===== src/hdl/dpc_pkg.sv =====
// Package with constants and types for the digital pattern compare alarm
package dpc_pkg;

  // ----------------------------------------
  // Sizes
  // ----------------------------------------
  localparam int unsigned NUM_CH     = 4;
  localparam int unsigned CH_IDX_W   = 2;
  localparam int unsigned DATA_W     = 32;

  // ----------------------------------------
  // Width codes
  // ----------------------------------------
  localparam logic [1:0] WIDTH_8     = 2'h0;
  localparam logic [1:0] WIDTH_16    = 2'h1;
  localparam logic [1:0] WIDTH_32    = 2'h2;

  // ----------------------------------------
  // Reset values
  // ----------------------------------------
  localparam logic [31:0] MASK_RST   = 32'h0000_0000;
  localparam logic [31:0] ALARM_RST  = 32'h0000_0000;
  localparam logic        ENABLE_RST = 1'h0;
  localparam logic        KIND_RST   = 1'h0;

  // ----------------------------------------
  // Types
  // ----------------------------------------
  typedef enum logic
  {
    DPC_KIND_EQUAL,
    DPC_KIND_MISMATCH
  } dpc_kind_e;

  typedef enum logic [2:0]
  {
    DPC_CMD_NONE,
    DPC_CMD_MASK,
    DPC_CMD_ENABLE,
    DPC_CMD_KIND,
    DPC_CMD_ALARM
  } dpc_cmd_e;

  typedef struct packed
  {
    logic                valid;
    dpc_cmd_e            cmd;
    logic                use_list;
    logic [NUM_CH-1:0]   ch_list;
    logic [DATA_W-1:0]   value;
  } dpc_cmd_s;

  typedef struct packed
  {
    logic [DATA_W-1:0]   mask;
    logic [DATA_W-1:0]   alarm_value;
    logic                enable;
    dpc_kind_e           kind;
  } dpc_cfg_s;

endpackage


===== src/hdl/dpc_cfg_store.sv =====
// Per-channel settings store with registered readback
`timescale 1ns/1ps

module dpc_cfg_store
  import dpc_pkg::*;
(
  // Clock and reset
  input  wire logic                   ref_clk_i,
  input  wire logic                   reset_n_i,
  input  wire logic                   factory_reset_i,
  // Write side
  input  wire logic [dpc_pkg::NUM_CH-1:0] wr_en_i,
  input  wire dpc_pkg::dpc_cmd_e      wr_cmd_i,
  input  wire logic [31:0]            wr_value_i [dpc_pkg::NUM_CH],
  // Read side
  input  wire logic [dpc_pkg::CH_IDX_W-1:0] rd_ch_i,
  output dpc_pkg::dpc_cfg_s           rd_cfg_o,
  output dpc_pkg::dpc_cfg_s           cfg_o [dpc_pkg::NUM_CH]
);

  dpc_cfg_s cfg_r [NUM_CH];

  // ----------------------------------------
  // Storage
  // ----------------------------------------
  // Only reset_n_i and factory reset clear; preset and card reset never reach this block
  always_ff @(posedge ref_clk_i or negedge reset_n_i)
  begin
    if (!reset_n_i)
    begin
      for (int i = 0; i < NUM_CH; i++)
      begin
        cfg_r[i].mask        <= MASK_RST;
        cfg_r[i].alarm_value <= ALARM_RST;
        cfg_r[i].enable      <= ENABLE_RST;
        cfg_r[i].kind        <= dpc_kind_e'(KIND_RST);
      end
    end
    else
    begin
      for (int i = 0; i < NUM_CH; i++)
      begin
        if (factory_reset_i)
        begin
          cfg_r[i].mask        <= MASK_RST;
          cfg_r[i].alarm_value <= ALARM_RST;
          cfg_r[i].enable      <= ENABLE_RST;
          cfg_r[i].kind        <= dpc_kind_e'(KIND_RST);
        end
        else if (wr_en_i[i])
        begin
          unique case (wr_cmd_i)
            DPC_CMD_MASK:   cfg_r[i].mask        <= wr_value_i[i];
            DPC_CMD_ALARM:  cfg_r[i].alarm_value <= wr_value_i[i];
            DPC_CMD_ENABLE: cfg_r[i].enable      <= wr_value_i[i][0];
            DPC_CMD_KIND:   cfg_r[i].kind        <= dpc_kind_e'(wr_value_i[i][0]);
            default:        ;
          endcase
        end
      end
    end
  end

  // ----------------------------------------
  // Readback
  // ----------------------------------------
  always_ff @(posedge ref_clk_i or negedge reset_n_i)
  begin
    if (!reset_n_i)
      rd_cfg_o <= '0;
    else
      rd_cfg_o <= cfg_r[rd_ch_i];
  end

  assign cfg_o = cfg_r;

endmodule


===== src/hdl/dpc_compare_alarm.sv =====
// Digital pattern compare alarm for the digital io channels
`timescale 1ns/1ps

module dpc_compare_alarm
  import dpc_pkg::*;
(
  // Clock and reset
  input  wire logic                    ref_clk_i,
  input  wire logic                    reset_n_i,
  // Reset commands
  input  wire logic                    factory_reset_i,
  input  wire logic                    preset_i,
  input  wire logic                    card_reset_command_i,
  // Configuration
  input  wire logic [1:0]              ch_width_i [dpc_pkg::NUM_CH],
  input  wire logic [dpc_pkg::NUM_CH-1:0] is_digital_io_channel_i,
  input  wire logic [dpc_pkg::NUM_CH-1:0] scan_list_i,
  // Command port
  input  wire dpc_pkg::dpc_cmd_s       cmd_i,
  input  wire logic [dpc_pkg::CH_IDX_W-1:0] query_ch_i,
  // Channel inputs from pins
  input  wire logic [31:0]             digital_in_i [dpc_pkg::NUM_CH],
  // Status
  output logic [31:0]                  query_mask_o,
  output logic [31:0]                  query_alarm_value_o,
  output logic                         query_enable_o,
  output logic                         query_mismatch_kind_o,
  output logic [dpc_pkg::NUM_CH-1:0]   alarm_o
);

  // ----------------------------------------
  // Helpers
  // ----------------------------------------
  function automatic logic [31:0] width_mask(input logic [1:0] w);
    unique case (w)
      WIDTH_8:  width_mask = 32'h0000_00ff;
      WIDTH_16: width_mask = 32'h0000_ffff;
      default:  width_mask = 32'hffff_ffff;
    endcase
  endfunction

  // A command reaches its own list, else the scan list, and never a non-io channel
  function automatic logic [NUM_CH-1:0] target_set(input dpc_cmd_s          c,
                                                   input logic [NUM_CH-1:0] scan,
                                                   input logic [NUM_CH-1:0] digital_io_channel);
    target_set = '0;
    if (c.valid && (c.cmd != DPC_CMD_NONE))
    begin
      target_set = c.use_list ? c.ch_list : scan;
      target_set = target_set & digital_io_channel;
    end
  endfunction

  // ----------------------------------------
  // Write helpers
  // ----------------------------------------
  // Each target trims to its own width, so one command may reach mixed widths
  function automatic logic [31:0] trim_value(input dpc_cmd_e    c,
                                             input logic [31:0] v,
                                             input logic [1:0]  w);
    if (c == DPC_CMD_ENABLE || c == DPC_CMD_KIND)
      trim_value = {31'h0000_0000, v[0]};
    else
      trim_value = v & width_mask(w);
  endfunction

  // ----------------------------------------
  // Compare helpers
  // ----------------------------------------
  // Only active mask bits inside the current width take part
  function automatic logic [31:0] masked_diff(input logic [31:0] din,
                                              input logic [31:0] alarm_value,
                                              input logic [31:0] mask,
                                              input logic [1:0]  w);
    masked_diff = (din ^ alarm_value) & mask & width_mask(w);
  endfunction

  function automatic logic pattern_alarm(input dpc_kind_e   kind,
                                         input logic [31:0] diff);
    if (kind == DPC_KIND_EQUAL)
      pattern_alarm = (diff == 32'h0000_0000);
    else
      pattern_alarm = (diff != 32'h0000_0000);
  endfunction

  logic [31:0]          din_meta_r [NUM_CH];
  logic [31:0]          din_sync_r [NUM_CH];
  logic [NUM_CH-1:0]    wr_en;
  logic [31:0]          wr_value [NUM_CH];
  dpc_cfg_s             rd_cfg;
  dpc_cfg_s             cfg [NUM_CH];
  logic [NUM_CH-1:0]    alarm_nxt;
  logic [NUM_CH-1:0]    alarm_r;

  // ----------------------------------------
  // Input synchroniser
  // ----------------------------------------
  // First stage may go metastable; nothing but the second stage reads it
  always_ff @(posedge ref_clk_i or negedge reset_n_i)
  begin
    if (!reset_n_i)
    begin
      for (int i = 0; i < NUM_CH; i++)
      begin
        din_meta_r[i] <= 32'h0000_0000;
      end
    end
    else
    begin
      for (int i = 0; i < NUM_CH; i++)
      begin
        din_meta_r[i] <= digital_in_i[i];
      end
    end
  end

  always_ff @(posedge ref_clk_i or negedge reset_n_i)
  begin
    if (!reset_n_i)
    begin
      for (int i = 0; i < NUM_CH; i++)
      begin
        din_sync_r[i] <= 32'h0000_0000;
      end
    end
    else
    begin
      for (int i = 0; i < NUM_CH; i++)
      begin
        din_sync_r[i] <= din_meta_r[i];
      end
    end
  end

  // ----------------------------------------
  // Write decode
  // ----------------------------------------
  // Preset and card reset are deliberately not wired into the store
  assign wr_en = target_set(cmd_i, scan_list_i, is_digital_io_channel_i);

  // ----------------------------------------
  // Write trim
  // ----------------------------------------
  always_comb
  begin
    for (int i = 0; i < NUM_CH; i++)
    begin
      wr_value[i] = trim_value(cmd_i.cmd, cmd_i.value, ch_width_i[i]);
    end
  end

  // ----------------------------------------
  // Settings store
  // ----------------------------------------
  dpc_cfg_store u_store
  (
    .ref_clk_i       (ref_clk_i),
    .reset_n_i       (reset_n_i),
    .factory_reset_i (factory_reset_i),
    .wr_en_i         (wr_en),
    .wr_cmd_i        (cmd_i.cmd),
    .wr_value_i      (wr_value),
    .rd_ch_i         (query_ch_i),
    .rd_cfg_o        (rd_cfg),
    .cfg_o           (cfg)
  );

  // ----------------------------------------
  // Query outputs
  // ----------------------------------------
  assign query_mask_o          = rd_cfg.mask;
  assign query_alarm_value_o   = rd_cfg.alarm_value;
  assign query_enable_o        = rd_cfg.enable;
  assign query_mismatch_kind_o = (rd_cfg.kind == DPC_KIND_MISMATCH);

  // ----------------------------------------
  // Comparison
  // ----------------------------------------
  // Width change applies at once to the compare, so stale high bits never alarm
  always_comb
  begin
    alarm_nxt = '0;
    for (int i = 0; i < NUM_CH; i++)
    begin
      if (cfg[i].enable && is_digital_io_channel_i[i])
        alarm_nxt[i] = pattern_alarm(cfg[i].kind,
                                     masked_diff(din_sync_r[i],
                                                 cfg[i].alarm_value,
                                                 cfg[i].mask,
                                                 ch_width_i[i]));
    end
  end

  // ----------------------------------------
  // Alarm register
  // ----------------------------------------
  always_ff @(posedge ref_clk_i or negedge reset_n_i)
  begin
    if (!reset_n_i)
      alarm_r <= '0;
    else
      alarm_r <= alarm_nxt;
  end

  // Preset inputs exist only so the system sees they change nothing
  assign alarm_o = alarm_r;

endmodule


===== config.mk =====
export PLATFORM = sky130hd
export DESIGN_NAME = dpc_compare_alarm
export DESIGN_NICKNAME = d
export VERILOG_FILES = /design/src/hdl/dpc_pkg.sv /design/src/hdl/dpc_cfg_store.sv /design/src/hdl/dpc_compare_alarm.sv
export SDC_FILE = /design/constraint.sdc
export NUM_CORES = 1
export LEC_CHECK = 0
export BUFFER_PORTS_ARGS = -buffer_cell sky130_fd_sc_hd__buf_2
export CORE_ASPECT_RATIO = 1.75
export CORE_MARGIN = 2
export CORE_UTILIZATION = 50
export DETAILED_ROUTE_END_ITERATION = 16
export PLACE_DENSITY = 0.76
export SLEW_MARGIN = 20
export SYNTH_ARGS = -nofsm -noshare
export SYNTH_HDL_FRONTEND = slang
export SYNTH_SLANG_ARGS = --single-unit

===== constraint.sdc =====
create_clock -name ref_clk_i -period 2.3 [get_ports ref_clk_i]
set_input_delay 0.46 -clock ref_clk_i [delete_from_list [all_inputs] [get_ports ref_clk_i]]
set_output_delay 0.46 -clock ref_clk_i [all_outputs]
set_load 0.05 [all_outputs]

# Yosys cells after proc, flatten, opt, wreduce, memory -nomap -nowiden

Index checks and enable logic that the tools add are counted.

Register bits after elaboration: 590
Bits of input ports: 192
Output and inout bits: 70
Word-level logic and storage cells: 152

Order comparisons: 1
Equal/unequal tests: 8
Muxes and demuxes: 53
Bitwise gates (word level): 18
Reduce and logical (&&, ||, !) cells: 43

Operators with widths:

| operator           | number |
|---|---|
| $mux 66            | 10 |
| $mux 32            | 20 |
| $and 32x32->32     | 12 |
| $pmux 32 s2        | 4 |
| $bmux 66 s2        | 1 |
| $logic_not 32->1   | 4 |
| $reduce_bool 32->1 | 4 |
| $xor 32x32->32     | 4 |
| $reduce_and 2->1   | 16 |
| $mux 1             | 16 |
| $reduce_bool 2->1  | 8 |
| $eq 2x1->1 const B | 4 |
| $logic_not 2->1    | 4 |
| $mux 4             | 2 |
| $eq 3x2->1 const B | 2 |
| $logic_and 1x1->1  | 5 |
| $and 4x4->4        | 1 |
| $eq 3x1->1 const B | 1 |
| $eq 3x3->1 const B | 1 |
| $ge 3x3->1 const B | 1 |
| $not 2->3          | 1 |
| $reduce_bool 3->1  | 1 |
| $logic_or 1x1->1   | 1 |

# Depth between registers and ports, before layout

Depth in word-level cells: 8
Mapped depth: 8
Mapped depth without buffers: 6

# Hierarchy

Synthesis repeated with hierarchy kept, for this count alone.

Cell total of the unflattened synthesis: 1795
Area, all modules: 24616.1 um^2

By module, submodules not included:

| module            | instances | cells each | area an instance (um^2) | seq. area each (um^2) |
|---|---|---|---|---|
| dpc_cfg_store     | 1         | 1161       | 15502.4                 | 8257.9 |
| dpc_compare_alarm | 1         | 634        | 9113.7                  | 6506.2 |

# Worst setup path before layout

OpenSTA, ideal clock, no wires.

Kind: input-to-reg
Start: input port cmd_i[36] (netlist name)
End: register u_store.cfg_r (netlist bit u_store.cfg_o[112])
Setup time: 0.146 ns
Arrival: 1.614 ns
Path slack: 0.540 ns
Cell stages on the path: 6
Buffers on the path: 2
Cell sequence: mux2_2 a31oi_1 or2_1 buf_2 buf_2 o31ai_1

Longest elaborated chain between the ends: 5

Ends and longest elaborated chain:

| item                               | line                    | text |
|---|---|---|
| from (decl)                        | dpc_compare_alarm.sv:19 | `input wire dpc_pkg::dpc_cmd_s cmd_i,` |
| $mux 4                             | dpc_compare_alarm.sv:49 | `target_set = c.use_list ? c.ch_list : scan;` |
| $and 4x4->4                        | dpc_compare_alarm.sv:50 | `target_set = target_set & digital_io_channel;` |
| $mux 4                             | dpc_compare_alarm.sv:47 | `if (c.valid && (c.cmd != DPC_CMD_NONE))` |
| $reduce_bool 2->1 (no source line) | --                      |  |
| $reduce_and 2->1 (no source line)  | --                      |  |
| to (decl)                          | dpc_cfg_store.sv:21     | `dpc_cfg_s cfg_r [NUM_CH];` |

No other way between the ends.
A chain may end at the register's enable or synchronous reset.

# Worst setup path after layout

Start: register u_store.cfg_r (netlist bit u_store.cfg_o[216])
End: register alarm_r[0] (netlist: alarm_o[0])

Longest elaborated chain between the ends: 6
Elaborated cells between the ends (all ways): 7
Those cells by class: mux (2); bitwise (3); reduce/logical (2)

Ends and longest elaborated chain:

| item                                                          | line                                             | text |
|---|---|---|
| $xor 32x32->32 (*)                                            | dpc_compare_alarm.sv:75                          | `masked_diff = (din ^ alarm_value) & mask & width_mask(w);` |
| $and 32x32->32 (*) (2 in a row)                               | dpc_compare_alarm.sv:75                          |  |
| $logic_not 32->1 / $reduce_bool 32->1 (equally long branches) | dpc_compare_alarm.sv:81, dpc_compare_alarm.sv:83 |  |
| $mux 1 (*)                                                    | dpc_compare_alarm.sv:80                          | `if (kind == DPC_KIND_EQUAL)` |
| $mux 1 (*)                                                    | dpc_compare_alarm.sv:185                         | `if (cfg[i].enable && is_digital_io_channel_i[i])` |
| named net alarm_nxt[0]                                        | dpc_compare_alarm.sv:92                          | `logic [NUM_CH-1:0] alarm_nxt;` |
| to (signal assigned)                                          | dpc_compare_alarm.sv:202                         | `alarm_r <= alarm_nxt;` |
| to (decl)                                                     | dpc_compare_alarm.sv:93                          | `logic [NUM_CH-1:0] alarm_r;` |

The timed path passes the listed nets; every way through them passes the cells marked *.

==> metrics.md <==
| Metric | Value |
|---|---|
| Status | `finished clean` |
| Clk buf depth | `3` |
| H-tree levels | `2` |
| Routed vias/inst | `5.55` |
| Drt total wl | `56700 um` |
| P per Cell Area | `870 nW/um2` |
| Hold EP | `din_meta_r[67]$_DFF_PN0_` |
| DP Cell Count | `2416` |
| Setup TNS | `0 ps` |
| Data required, critical path | `2740 ps` |
| P_int | `17.4 mW` |
| Fraction of layout instances using a drive strength above 1 | `23.2%` |
| Die Ht | `279 um` |
| Synth unique cells | `26` |
| Fill count | `3075` |
| Initial antenna violation count | `4` |
| Worst-path cell chain | `xor2_1, a22oi_1, nand4_1, o21ai_0, buf_4, a21oi_1, a31o_2` |
| Avg Inst Size Synth | `13.2 um2` |
| Worst-Margin Slew | `750 ps` |
| Inserted Diodes | `0` |
| Chip width | `161 um` |
| Kind of cell adding the most delay to the critical path | `compound AO/OA/AOI/OAI gates` |
| Yosys top cell by area | `dfrtp_1` |
| Synth top area cells | `dfrtp_1 (68%), mux4_2 (6.9%), xor2_1 (5.2%), nand2_1 (4.9%), o21ai_1 (4.5%)` |
| Nets | `2220` |
| CTS tree | `done` |
| Commonest cells post-synth | `dfrtp_1 (590), nand2_1 (284), o21ai_1 (194)` |
| PortBufs | `259` |
| GRT Total Usage | `25.8%` |
| Worst skew pair latency | `580 ps` |
| Cell Count, Final, Fillers Out | `2624` |
| Crit end category | `flip-flop` |
| Hold Violations, Final | `0` |
| Worst Path Buf+Inv | `1` |
| Hold path depth | `1` |
| HP Class | `in -> reg` |
| CTS clk-pin slew, worst paths | `70 ps` |
| Crit path time final | `1940 ps` |
| Num Clock Sinks | `590` |
| Post-Synthesis Cells | `1637` |
| Clock Power Share | `37.5%` |
| Area growth syn-to-layout | `24.5%` |
| Net Count, Synth | `1829` |
| Half-perimeter wire length after placement | `37900 um` |
| Worst R2R Setup Slack | `360 ps` |
| First-pass GRT wire length | `87900 um` |
| Post-route ant nets | `0` |
| Psw | `6.07 mW` |
| Most frequent cell after synthesis | `dfrtp_1` |
| Ys async rst share | `100%` |
| Final Setup Violations | `0` |
| Crit start category | `flip-flop` |
| Core area | `42700 um2` |
| # rows | `100` |
| RSZ-0062 raised after global routing | `no` |
| Overflow after GRT | `0` |
| Comb power frac | `12.9%` |
| Critical path type | `reg -> reg` |
| Critical path's largest stage delay | `420 ps` |
| Main synth FF type | `dfrtp_1` |
| Drt pass-1 iters | `5` |
| Synthesized flop and latch total | `590` |
| WL/cell | `21.6 um` |
| Die Area | `45100 um2` |
| Top cell type's share of synthesized area | `68.1%` |
| Leakage | `12.6 nW` |
| Largest net degree at the start of global routing | `95` |
| Sequential-to-total area share from yosys stat | `68.1%` |
| EDFF count, synth | `0` |
| Min-delay src | `digital_in_i[67]` |
| Final worst-path cycle share | `84.3%` |
| Critical Path Slowest Stage Cell | `dfrtp_1` |
| Ports | `262` |
| Worst reg2reg endpoint | `alarm_o[0]$_DFF_PN0_` |
| Num CTS Buffers | `50` |
| Crit path DAT | `2380 ps` |
| Via count | `14600` |
| 1st-iter DRT viols | `1220` |
| Switching Fraction | `25.9%` |
| # DRC | `0` |
| Post-CTS setup buffer count | `0` |
| FF-to-FF Start | `u_store.cfg_o[216]$_DFFE_PN0P_` |
| Maximum clock frequency | `0.516 GHz` |
| Yosys Warn Count | `0` |
| Clock Skew | `33.1 ps` |
| Slew Viols, Final | `0` |
| Starting Density | `50.8%` |
| FF-to-FF path depth | `7` |
| Clk root buf | `clkbuf_16` |
| Final GP Congestion | `0.870` |
| Worst slew margin | `49.7%` |
| Share of power burned in registers | `49.6%` |
| Worst ir drop on vdd | `0.650 mV` |
| Worst Path Max Fanout | `3` |
| MaxCap Viol Count | `0` |
| Vias in the first global route | `15600` |
| Area of the mapped netlist | `21700 um2` |
cells by family (layout without fill, tap and decap cells):
kind of cell    Yosys count  in the layout  synth area share (%)
flops                   590            590                  68.1
simple gates            385            385                  7.35
compound gates          365            365                  10.2
xor+xnor                128            128                  5.17
buf+inv                  99            525                  2.09
mux                      70             70                  7.07
power by group through the flow:
stage	Sequential [mW]	Clock (mW)	Combinational [mW]
2_1_floorplan	12.1	0	1.22
5_1_grt	11.7	9.40	3.25
6_report	11.6	8.80	3.02
3_3_place_gp	11.8	0	2.80
3_5_place_dp	11.8	0	2.86
4_1_cts	11.6	8.97	3.04
state kept, by name, summed over array words and instances (netlist names):
register and cells:
u_store.cfg_o 264, u_store.rd_cfg_o 66, alarm_o 4, din_meta_r 128, din_sync_r 128
worst max path at each step:
stage	to	from	depth (start not counted)	slack [ps]
global placement	u_store.cfg_o[147]$_DFFE_PN0P_	cmd_i[38]	8	290
floorplan	u_store.cfg_o[112]$_DFFE_PN0P_	cmd_i[36]	6	540
finish	alarm_o[0]$_DFF_PN0_	u_store.cfg_o[216]$_DFFE_PN0P_	7	360
detailed placement	u_store.cfg_o[149]$_DFFE_PN0P_	cmd_i[38]	8	190
global route	alarm_o[0]$_DFF_PN0_	u_store.cfg_o[216]$_DFFE_PN0P_	7	250
CTS	alarm_o[0]$_DFF_PN0_	u_store.cfg_o[216]$_DFFE_PN0P_	7	330
cell type report:
| cell class | instances | area (um2) | share of cell area (%) |
|---|---|---|---|
| clock buffer | 71 | 1470 | 5.46 |
| clock inverter | 16 | 251 | 0.932 |
| multi-input combinational | 948 | 6460 | 23.9 |
| inverter | 1 | 3.75 | 0.0139 |
| tap | 561 | 702 | 2.60 |
| timing repair buffer | 437 | 3320 | 12.3 |
| sequential | 590 | 14800 | 54.7 |
metrics by stage:
stage | hold WS, ps | util [%] | setup slack [ps] | power, mW | area (um2)
after floorplan | 164 | - | 540 | 13.3 | 21700
after global placement | 332 | 56.3 | 291 | 14.6 | 24000
after detailed placement | 335 | 56.3 | 193 | 14.7 | 24000
after CTS | 2.94 | 63.2 | 326 | 23.6 | 27000
after global routing | 4.30 | 63.2 | 255 | 24.4 | 27000
final | 23.1 | 63.2 | 361 | 23.5 | 27000
per-layer routing:
layer	vias up	share of wire (%)	global-route usage, %	routed length, um
met4	8	6.5	15.2	3690
met1	7197	35	30.1	20000
met3	198	5.7	3.54	3250
met2	639	52	45.3	29700
met5	-	0.092	0	52
li1	6514	-	-	-
repair_timing:
item / in CTS / in global routing
endpoints found under the hold margin: 158 / 0
hold buffers: 121 / 0
endpoints found under the setup margin: 0 / 0
gates resized for setup: 0 / 0
layout by cell type, fill, tap and decap left out, types with 9 or more instances in the layout:
cell,instances
dfrtp_1,590
nand2_1,283
buf_2,257
o21ai_1,194
xor2_1,128
dlygate4sd3_1,121
o31ai_1,72
mux4_2,66
a22oi_1,64
nand3_1,52
clkbuf_16,51
buf_12,30
buf_4,28
nor2_1,16
o21ai_0,14
nand4_1,12
clkbuf_8,12
nand2b_1,9
No activity file was read; power rests on OpenSTA's default activity.
